--- src/rtl/sbcr_pkg.sv ---
/*
 * Constants for the serial bus control-register front end: register offsets,
 * field positions, reset values and timing counts.
 * Assumes a 32-bit Avalon-MM register bus clocked by the 40 MHz system clock.
 */
package sbcr_pkg;
	// Register byte offsets
	localparam logic [7:0] SBCR_OFS_ENABLE = 8'h00;
	localparam logic [7:0] SBCR_OFS_FORMAT = 8'h04;
	localparam logic [7:0] SBCR_OFS_MODE = 8'h10;
	// Enable register field
	localparam int SBCR_EN_BIT = 7;
	// Format register fields
	localparam int SBCR_BC_HI = 7;
	localparam int SBCR_BC_LO = 5;
	localparam int SBCR_ACK_BIT = 4;
	localparam int SBCR_ONE_BIT = 3;
	localparam int SBCR_SCK_HI = 2;
	localparam int SBCR_SCK_LO = 0;
	// Mode register fields
	localparam int SBCR_MST_BIT = 7;
	localparam int SBCR_MODE_HI = 3;
	localparam int SBCR_MODE_LO = 2;
	localparam int SBCR_SWR_HI = 1;
	localparam int SBCR_SWR_LO = 0;
	// Field codes
	localparam logic [1:0] SBCR_MODE_I2C = 2'h2;
	localparam logic [1:0] SBCR_SWR_FIRST = 2'h2;
	localparam logic [1:0] SBCR_SWR_SECOND = 2'h1;
	localparam logic [2:0] SBCR_BC_FULL = 3'h0;
	localparam logic [3:0] SBCR_LEN_FULL = 4'h8;
	localparam logic [2:0] SBCR_SCK_RSVD = 3'h7;
	localparam logic [2:0] SBCR_SCK_RST = 3'h0;
	localparam logic [2:0] SBCR_BC_RST = 3'h0;
	// Rate divider: period = 2^(code + base) + offset
	localparam int SBCR_SCK_NBASE = 5;
	localparam logic [11:0] SBCR_DIV_OFFSET = 12'h048;
	localparam logic [11:0] SBCR_DIV_ONE = 12'h001;
	// Software reset duration
	localparam int SBCR_CLK_MHZ = 40;
	localparam int SBCR_SWR_NS = 100;
	localparam int SBCR_SWR_CYC = (SBCR_SWR_NS * SBCR_CLK_MHZ + 999) / 1000;
	localparam logic [3:0] SBCR_SWR_CNT = 4'(SBCR_SWR_CYC);
	localparam logic [31:0] SBCR_ZERO = 32'h0000_0000;
endpackage

--- src/rtl/sbcr_ctrl.sv ---
/*
 * Control-register front end of a two-wire serial interface channel:
 * global enable, transfer format, acknowledge clocking, SCL rate divider
 * and the software-reset status monitor, behind an Avalon-MM slave.
 * Assumes a master that holds each request until waitrequest is seen low.
 */
// Functional notes
// - Enable bit 7 of the enable register turns the interface off at 0 and on at 1.
// - The other registers become accessible only after the enable bit was once set.
// - With the enable bit clear all interface clocking stops except the enable register.
// - Clearing the enable bit after use leaves every register's contents unchanged.
// - Code 000 gives 8 data bits, others their own count, plus one clock when ack is on.
// - In master mode the ack bit adds an acknowledge clock pulse after the data bits.
// - In slave mode the ack bit makes the acknowledge clock count as part of the transfer.
// - The SCL rate code sets a period of 2^n+72 system clocks, n = code+5, code 111 reserved.
// - Format bit 0 writes the lowest rate bit but reads back the reset status monitor.
// - The monitor reads 0 while a software reset runs and 1 otherwise.
// - After reset bit 0 reads 1 while the effective rate code is 000.
`timescale 1ns/100ps
module sbcr_ctrl
	import sbcr_pkg::*;
(
	input wire logic clk_sys_i,
	input wire logic rst_i,
	input wire logic [7:0] avs_address_i,
	input wire logic avs_read_i,
	input wire logic avs_write_i,
	input wire logic [3:0] avs_byteenable_i,
	input wire logic [31:0] avs_writedata_i,
	output logic [31:0] avs_readdata_o,
	output logic avs_waitrequest_o,
	output logic clk_run_o,
	output logic master_mode_o,
	output logic [3:0] data_len_o,
	output logic [3:0] clk_count_o,
	output logic ack_clk_gen_o,
	output logic ack_clk_count_o,
	output logic [11:0] scl_period_o,
	output logic scl_tick_o,
	output logic soft_rst_o
);
	logic en_q;
	logic ever_en_q;
	logic [2:0] bc_q;
	logic ack_q;
	logic [2:0] sck_q;
	logic mst_q;
	logic [1:0] mode_q;
	logic [1:0] swr_q;
	logic [3:0] swr_cnt_q;
	logic busy;
	logic [11:0] div_cnt_q;
	logic [11:0] period_d;
	logic [3:0] len_d;
	logic wr_take;
	logic rd_take;
	logic lane0;
	logic [31:0] rdata_d;
	logic [1:0] wr_mode;
	logic [1:0] wr_swr;

	// Bus handshake: a request is taken at the edge where waitrequest is low
	assign wr_take = avs_write_i && !avs_waitrequest_o;
	assign rd_take = avs_read_i && !avs_waitrequest_o;
	assign lane0 = avs_byteenable_i[0];
	assign busy = swr_cnt_q != 4'h0;
	assign wr_mode = avs_writedata_i[SBCR_MODE_HI:SBCR_MODE_LO];
	assign wr_swr = avs_writedata_i[SBCR_SWR_HI:SBCR_SWR_LO];

	// One wait cycle per request, then one ready cycle
	always_ff @(posedge clk_sys_i or posedge rst_i) begin
		if (rst_i) begin
			avs_waitrequest_o <= 1'b1;
		end else if ((avs_read_i || avs_write_i) && avs_waitrequest_o) begin
			avs_waitrequest_o <= 1'b0;
		end else begin
			avs_waitrequest_o <= 1'b1;
		end
	end

	// Read data mux; gated registers read zero until first enable
	always_comb begin
		rdata_d = SBCR_ZERO;
		unique case (avs_address_i)
			SBCR_OFS_ENABLE: begin
				rdata_d[SBCR_EN_BIT] = en_q;
			end
			SBCR_OFS_FORMAT: begin
				if (ever_en_q) begin
					rdata_d[SBCR_BC_HI:SBCR_BC_LO] = bc_q;
					rdata_d[SBCR_ACK_BIT] = ack_q;
					rdata_d[SBCR_ONE_BIT] = 1'b1;
					rdata_d[SBCR_SCK_HI:SBCR_SCK_LO + 1] = sck_q[2:1];
					rdata_d[SBCR_SCK_LO] = !busy;
				end
			end
			default: begin
				rdata_d = SBCR_ZERO;
			end
		endcase
	end

	// Read data captured in the wait cycle, stands at the taking edge
	always_ff @(posedge clk_sys_i or posedge rst_i) begin
		if (rst_i) begin
			avs_readdata_o <= SBCR_ZERO;
		end else if (avs_read_i && avs_waitrequest_o) begin
			avs_readdata_o <= rdata_d;
		end
	end

	// Enable register and first-enable latch; its clock is never gated
	always_ff @(posedge clk_sys_i or posedge rst_i) begin
		if (rst_i) begin
			en_q <= 1'b0;
			ever_en_q <= 1'b0;
		end else if (wr_take && lane0 && avs_address_i == SBCR_OFS_ENABLE) begin
			en_q <= avs_writedata_i[SBCR_EN_BIT];
			if (avs_writedata_i[SBCR_EN_BIT]) begin
				ever_en_q <= 1'b1;
			end
		end
	end

	// Format register; frozen while disabled, cleared by software reset
	always_ff @(posedge clk_sys_i or posedge rst_i) begin
		if (rst_i) begin
			bc_q <= SBCR_BC_RST;
			ack_q <= 1'b0;
			sck_q <= SBCR_SCK_RST;
		end else if (en_q) begin
			if (swr_cnt_q == SBCR_SWR_CNT) begin
				bc_q <= SBCR_BC_RST;
				ack_q <= 1'b0;
				sck_q <= SBCR_SCK_RST;
			end else if (wr_take && lane0 && avs_address_i == SBCR_OFS_FORMAT) begin
				bc_q <= avs_writedata_i[SBCR_BC_HI:SBCR_BC_LO];
				ack_q <= avs_writedata_i[SBCR_ACK_BIT];
				sck_q <= avs_writedata_i[SBCR_SCK_HI:SBCR_SCK_LO];
			end
		end
	end

	// Mode register (write only) with the reset trigger sequence
	always_ff @(posedge clk_sys_i or posedge rst_i) begin
		if (rst_i) begin
			mst_q <= 1'b0;
			mode_q <= 2'h0;
			swr_q <= 2'h0;
		end else if (en_q && wr_take && lane0 && avs_address_i == SBCR_OFS_MODE) begin
			mst_q <= avs_writedata_i[SBCR_MST_BIT];
			mode_q <= wr_mode;
			swr_q <= wr_swr;
		end
	end

	// Software reset timer, started by 10 then 01 written in I2C mode
	always_ff @(posedge clk_sys_i or posedge rst_i) begin
		if (rst_i) begin
			swr_cnt_q <= 4'h0;
		end else if (en_q) begin
			if (wr_take && lane0 && avs_address_i == SBCR_OFS_MODE && wr_mode == SBCR_MODE_I2C
				&& mode_q == SBCR_MODE_I2C && swr_q == SBCR_SWR_FIRST
				&& wr_swr == SBCR_SWR_SECOND) begin
				swr_cnt_q <= SBCR_SWR_CNT;
			end else if (busy) begin
				swr_cnt_q <= swr_cnt_q - 4'h1;
			end
		end
	end

	// Transfer length derived from the format bit count field; the clock count adds ack in the output register
	always_comb begin
		len_d = (bc_q == SBCR_BC_FULL) ? SBCR_LEN_FULL : {1'b0, bc_q};
	end

	// Rate divider period; reserved code falls back to the slowest defined rate
	always_comb begin
		if (sck_q == SBCR_SCK_RSVD) begin
			period_d = (SBCR_DIV_ONE << (SBCR_SCK_NBASE + 6)) + SBCR_DIV_OFFSET;
		end else begin
			period_d = (SBCR_DIV_ONE << (SBCR_SCK_NBASE + int'(sck_q))) + SBCR_DIV_OFFSET;
		end
	end

	// Registered format outputs toward the bus engine
	always_ff @(posedge clk_sys_i or posedge rst_i) begin
		if (rst_i) begin
			clk_run_o <= 1'b0;
			master_mode_o <= 1'b0;
			data_len_o <= SBCR_LEN_FULL;
			clk_count_o <= SBCR_LEN_FULL;
			ack_clk_gen_o <= 1'b0;
			ack_clk_count_o <= 1'b0;
			scl_period_o <= SBCR_DIV_OFFSET;
			soft_rst_o <= 1'b0;
		end else begin
			clk_run_o <= en_q;
			master_mode_o <= mst_q;
			data_len_o <= len_d;
			clk_count_o <= len_d + {3'h0, ack_q};
			ack_clk_gen_o <= mst_q && ack_q;
			ack_clk_count_o <= !mst_q && ack_q;
			scl_period_o <= period_d;
			soft_rst_o <= busy;
		end
	end

	// SCL rate divider, running only when enabled in master mode
	always_ff @(posedge clk_sys_i or posedge rst_i) begin
		if (rst_i) begin
			div_cnt_q <= 12'h000;
			scl_tick_o <= 1'b0;
		end else if (en_q && mst_q) begin
			if (div_cnt_q + SBCR_DIV_ONE >= period_d) begin
				div_cnt_q <= 12'h000;
				scl_tick_o <= 1'b1;
			end else begin
				div_cnt_q <= div_cnt_q + SBCR_DIV_ONE;
				scl_tick_o <= 1'b0;
			end
		end else begin
			scl_tick_o <= 1'b0;
		end
	end

	// Checks
	chk_enable_on: assert property (@(posedge clk_sys_i) disable iff (rst_i)
		(wr_take && lane0 && avs_address_i == SBCR_OFS_ENABLE && avs_writedata_i[SBCR_EN_BIT])
		|=> ##1 clk_run_o) else $error("enable write did not start interface");
	chk_gated_read_zero: assert property (@(posedge clk_sys_i) disable iff (rst_i)
		(rd_take && avs_address_i == SBCR_OFS_FORMAT && !ever_en_q)
		|-> avs_readdata_o == SBCR_ZERO) else $error("gated register read nonzero");
	chk_gated_write_drop: assert property (@(posedge clk_sys_i) disable iff (rst_i)
		(!ever_en_q) |=> $stable({bc_q, ack_q, sck_q})) else $error("write before enable");
	chk_disabled_freeze: assert property (@(posedge clk_sys_i) disable iff (rst_i)
		(ever_en_q && !en_q) |=> $stable({bc_q, ack_q, sck_q, mst_q, swr_cnt_q}))
		else $error("register changed while disabled");
	chk_divider_stop: assert property (@(posedge clk_sys_i) disable iff (rst_i)
		(!en_q) |=> $stable(div_cnt_q) && !scl_tick_o) else $error("divider ran while disabled");
	chk_clock_count: assert property (@(posedge clk_sys_i) disable iff (rst_i)
		1'b1 |=> clk_count_o == ($past(bc_q) == 3'h0 ? 4'h8 : {1'b0, $past(bc_q)})
		+ {3'h0, $past(ack_q)}) else $error("clock count wrong");
	chk_ack_master: assert property (@(posedge clk_sys_i) disable iff (rst_i)
		(mst_q && ack_q) |=> ack_clk_gen_o && !ack_clk_count_o) else $error("ack clock not made");
	chk_ack_slave: assert property (@(posedge clk_sys_i) disable iff (rst_i)
		(!mst_q) |=> ack_clk_count_o == $past(ack_q) && !ack_clk_gen_o)
		else $error("slave ack counting wrong");
	chk_rate_period: assert property (@(posedge clk_sys_i) disable iff (rst_i)
		(sck_q != 3'h7) |=> scl_period_o == (12'h001 << (5 + int'($past(sck_q)))) + 12'h048)
		else $error("scl period wrong");
	chk_monitor_read: assert property (@(posedge clk_sys_i) disable iff (rst_i)
		(rd_take && avs_address_i == SBCR_OFS_FORMAT && ever_en_q)
		|-> avs_readdata_o[0] == !$past(busy)) else $error("monitor bit wrong");
	chk_reset_length: assert property (@(posedge clk_sys_i) disable iff (rst_i)
		$rose(busy) && en_q |-> busy [*4] ##1 !busy) else $error("reset length wrong");
endmodule

--- config.mk ---
export PLATFORM = sky130hd
export DESIGN_NAME = sbcr_ctrl
export DESIGN_NICKNAME = d
export VERILOG_FILES = /design/src/rtl/sbcr_pkg.sv /design/src/rtl/sbcr_ctrl.sv
export SDC_FILE = /design/constraint.sdc
export NUM_CORES = 1
export LEC_CHECK = 0
export ABC_AREA = 1
export BUFFER_PORTS_ARGS = -buffer_cell sky130_fd_sc_hd__buf_2
export CAP_MARGIN = 15
export CORE_MARGIN = 2
export CORE_UTILIZATION = 45
export CTS_BUF_LIST = sky130_fd_sc_hd__clkbuf_8 sky130_fd_sc_hd__clkbuf_16
export CTS_CLUSTER_DIAMETER = 200
export CTS_CLUSTER_SIZE = 14
export DETAILED_ROUTE_END_ITERATION = 10
export GPL_TIMING_DRIVEN = 0
export PLACE_DENSITY = 0.71
export RECOVER_POWER = 25
export SLEW_MARGIN = 20
export SYNTH_ARGS = -nofsm -noshare
export SYNTH_HDL_FRONTEND = slang
export SYNTH_SLANG_ARGS = --single-unit
--- constraint.sdc ---
create_clock -name clk_sys_i -period 2.98 [get_ports clk_sys_i]
set_input_delay 0 -clock clk_sys_i [delete_from_list [all_inputs] [get_ports clk_sys_i]]
set_output_delay 0 -clock clk_sys_i [all_outputs]
set_load 0.02 [all_outputs]
==> flow_summary.toml <==
[status]
run_status = "complete, no violations"

[placed_design]
port_buffers = 55
dp_slack_ns = 0.125
gp_congestion = 0.837
dp_hpwl_mm = 5.38
placed_cells = 615

[power]
seq_power_share_pct = 50.9
p_per_area_nw_per_um2 = 407
p_leak_nw = 2.49
power.share.combinational_pct = 11.2
sw_frac_of_total_pct = 27.0
intPower_w = 0.00131
ir_drop_mv = 0.185
p_switching_w = 0.000484
clockPowerShare_pct = 37.8

[finish]
drive_gt1_share_pct = 26.3
layout.core_utilization_pct = 57.1
layout_commonest_cell = "nand2_1"
mostFrequentLayoutCells = "nand2_1, inv_1, dfrtp_1, buf_2, nor2_1"
syn_to_final_growth_pct = 22.9
finalNetCount = 603
layout.cells.non_filler = 642
n_antenna_cell = 0

[worst_setup_path]
cpPeakStageDelay_ns = 0.46
slowest_stage = "dfrtp_2"
cp_cell_sequence = "nand2_1 > inv_1 > ha_2 > inv_1 > nor2_1 > inv_1 > nor3_1 > inv_1 > ha_1 > nand2_1 > nor2_2 > nand2_1 > nor2_1 > nand2_1 > nand3_1 > clkbuf_4 > a21boi_0"
cp-start-kind = "flop"
crit_fanout = 10
crit_type = "flop to flop"
crit_arrival_ns = 2.94
path_delay_family = "simple AND/OR/NAND/NOR gates"
cp.buffers_inverters = 5
cp.required_ns = 3.19
end_kind = "flop"

[sta]
fin_crit_sh_pct = 91.6
rsz0062_at_grt = "false"
clock_skew_ns = 0.00985
setup_violations = 0
fin_crit_ns = 2.73
slew_violations = 0
tightest_slew_ns = 1.19
timing.fmax_mhz = 366
slew_headroom_pct = 20.4
setup_slack_ns = 0.250
tns_ns = 0
holdWs_ns = 0.0136
hold_violations = 0

[floorplan]
die_w_microns = 93.3
pin_count = 107
core_area_sq_um = 7730
rows = 32
die_height_microns = 93.3
start_util_pct = 46.4
dieArea_sq_um = 8700

[global_routing]
grt_pass1_wl_mm = 11.9
grt-ovfl-total = 0
antenna_found_initial = 0
grt_usage_pct = 17.3
grt_start_max_net_pins = 51
grt_pass1_vias = 2732

[clock_tree]
cts_buffer_depth = 2
htreeDepth = 3
worstSkewPairLatency_ns = 0.34
post_cts_buffers = 0
clk_pin_slew_ns = 0.07
cts_buffers = 9
cts_tree = "done"
clock-sinks = 65
root_buffer = "clkbuf_8"

[logic_synthesis]
synth_area_sq_um = 3590
yosysUniqueCellTypes = 36
syn_inst = 431
synth-xor-area-share_pct = 1.71
ys_warn_count = 0
synthMuxAreaShare_pct = 1.57
synth_top_family_by_area = "simple AND/OR/NAND/NOR gates"
synth.avg_cell_area_sq_um = 8.32
synth_compound_area_share_pct = 7.01
synthTopCellsByArea = "dfrtp_1, nand2_1, ha_1"
synth_fa_ha_area_share_pct = 6.98
yosysTopAreaCellShare_pct = 41.9
synthSimpleGateAreaFrac_pct = 24.1
synth_top_area_cell = "dfrtp_1"
synth-seq-cells = 65
seq_area_frac_synth_pct = 45.5

[run]
drv_cap = 0

[drt]
drt-total-wl_mm = 7.07
vias = 2958
drt_first_pass_iters = 5
wire_per_inst_microns = 11.0
avgViaCountPerCell = 4.61
drtIter0Drc = 104
drc = 0
ant_nets = 0

[worst_hold_path]
hold_class = "primary input to flop"
-- worst min-delay path, stage by stage --
cell     delay (ns)
buf_2          0.11
nor3_4         0.06
nand2_1        0.05
nand2_1        0.04
nand2_1        0.06
-- path summary, 6_finish.rpt --
kind | slack (ns) | from | cells after the start | end
max in group asynchronous | 1.11 | rst_i | 4 | sck_q[1]
hold / removal | 0.01 | avs_address_i[4] | 5 | en_q
setup reg to reg | 0.25 | sck_q[1] | 17 | div_cnt_q[3]
setup / recovery | 0.25 | sck_q[1] | 17 | div_cnt_q[3]
hold reg to reg | 0.38 | en_q | 0 | clk_run_o
min in group asynchronous | 0.26 | rst_i | 3 | scl_period_o[4]
-- per-stage QoR --
stage | total power (W) | area, sq um
6_report | 0.00179 | 4410
3_3_place_gp | 0.00111 | 4090
5_1_grt | 0.00189 | 4410
4_1_cts | 0.00182 | 4410
3_5_place_dp | 0.00112 | 4120
2_1_floorplan | 0.00107 | 3680
-- state kept, by name (all words and copies together) (netlist names), 2 cells and up --
name,flops
avs_readdata_o,8
bc_q,3
clk_count_o,4
data_len_o,4
div_cnt_q,12
mode_q,2
sck_q,3
scl_period_o,12
swr_cnt_q,4
swr_q,2
-- kinds of logic after synthesis --
group           count (synthesis)
simple gates                  197
buf+inv                        96
flops                          65
compound gates                 40
fa+ha+maj                      20
xor+xnor                        7
mux                             5
other cells                     1
-- cells in the mapped netlist, drive strengths merged --
cell type	count
inv	64
xor2	6
and2	4
nor2	33
conb	1
a31o	1
dfstp	5
o21a	1
buf	29
xnor2	1
nor2b	1
a21oi	8
mux2	5
o21ai	24
nor3	11
or2	1
ha	20
a21boi	6
nand4	3
clkbuf	3
nand3	23
nor4	1
nand2	120
dfrtp	60
-- layout make-up --
type                    count  area [sq um]
plain buffers              32           228
clock buffers              10           138
clock inverters             6          42.5
fillers                   676          3320
inverters                  64           241
multi-input cells         296          1610
flip-flops and latches     65          1640
well taps                 102           128
repair buffers             67           390
-- power groups by stage --
stage          logic (W)  clock network [W]  registers (W)
2_1_floorplan   0.000142                  0       0.000933
3_3_place_gp    0.000183                  0       0.000929
3_5_place_dp    0.000195                  0       0.000930
4_1_cts         0.000208           0.000695       0.000913
5_1_grt         0.000227           0.000747       0.000915
6_report        0.000202           0.000678       0.000913
-- layer usage --
layer	vias up	share of wire [%]	GRT usage, %	wire, microns
li1	1501	-	-	-
met1	1371	45	21.3	3200
met2	70	49	29.4	3440
met3	16	4.0	2.26	284
met4	0	2.1	9.19	147
met5	-	0	0	0
-- timing repair --
action | 4_1_cts | 5_1_grt
setup endpoints to repair | 0 | 10
resized for setup | 0 | 8
hold buffers | 11 | 0
endpoints found under the hold margin | 76 | 0
No activity file was read; power rests on OpenSTA's default activity.
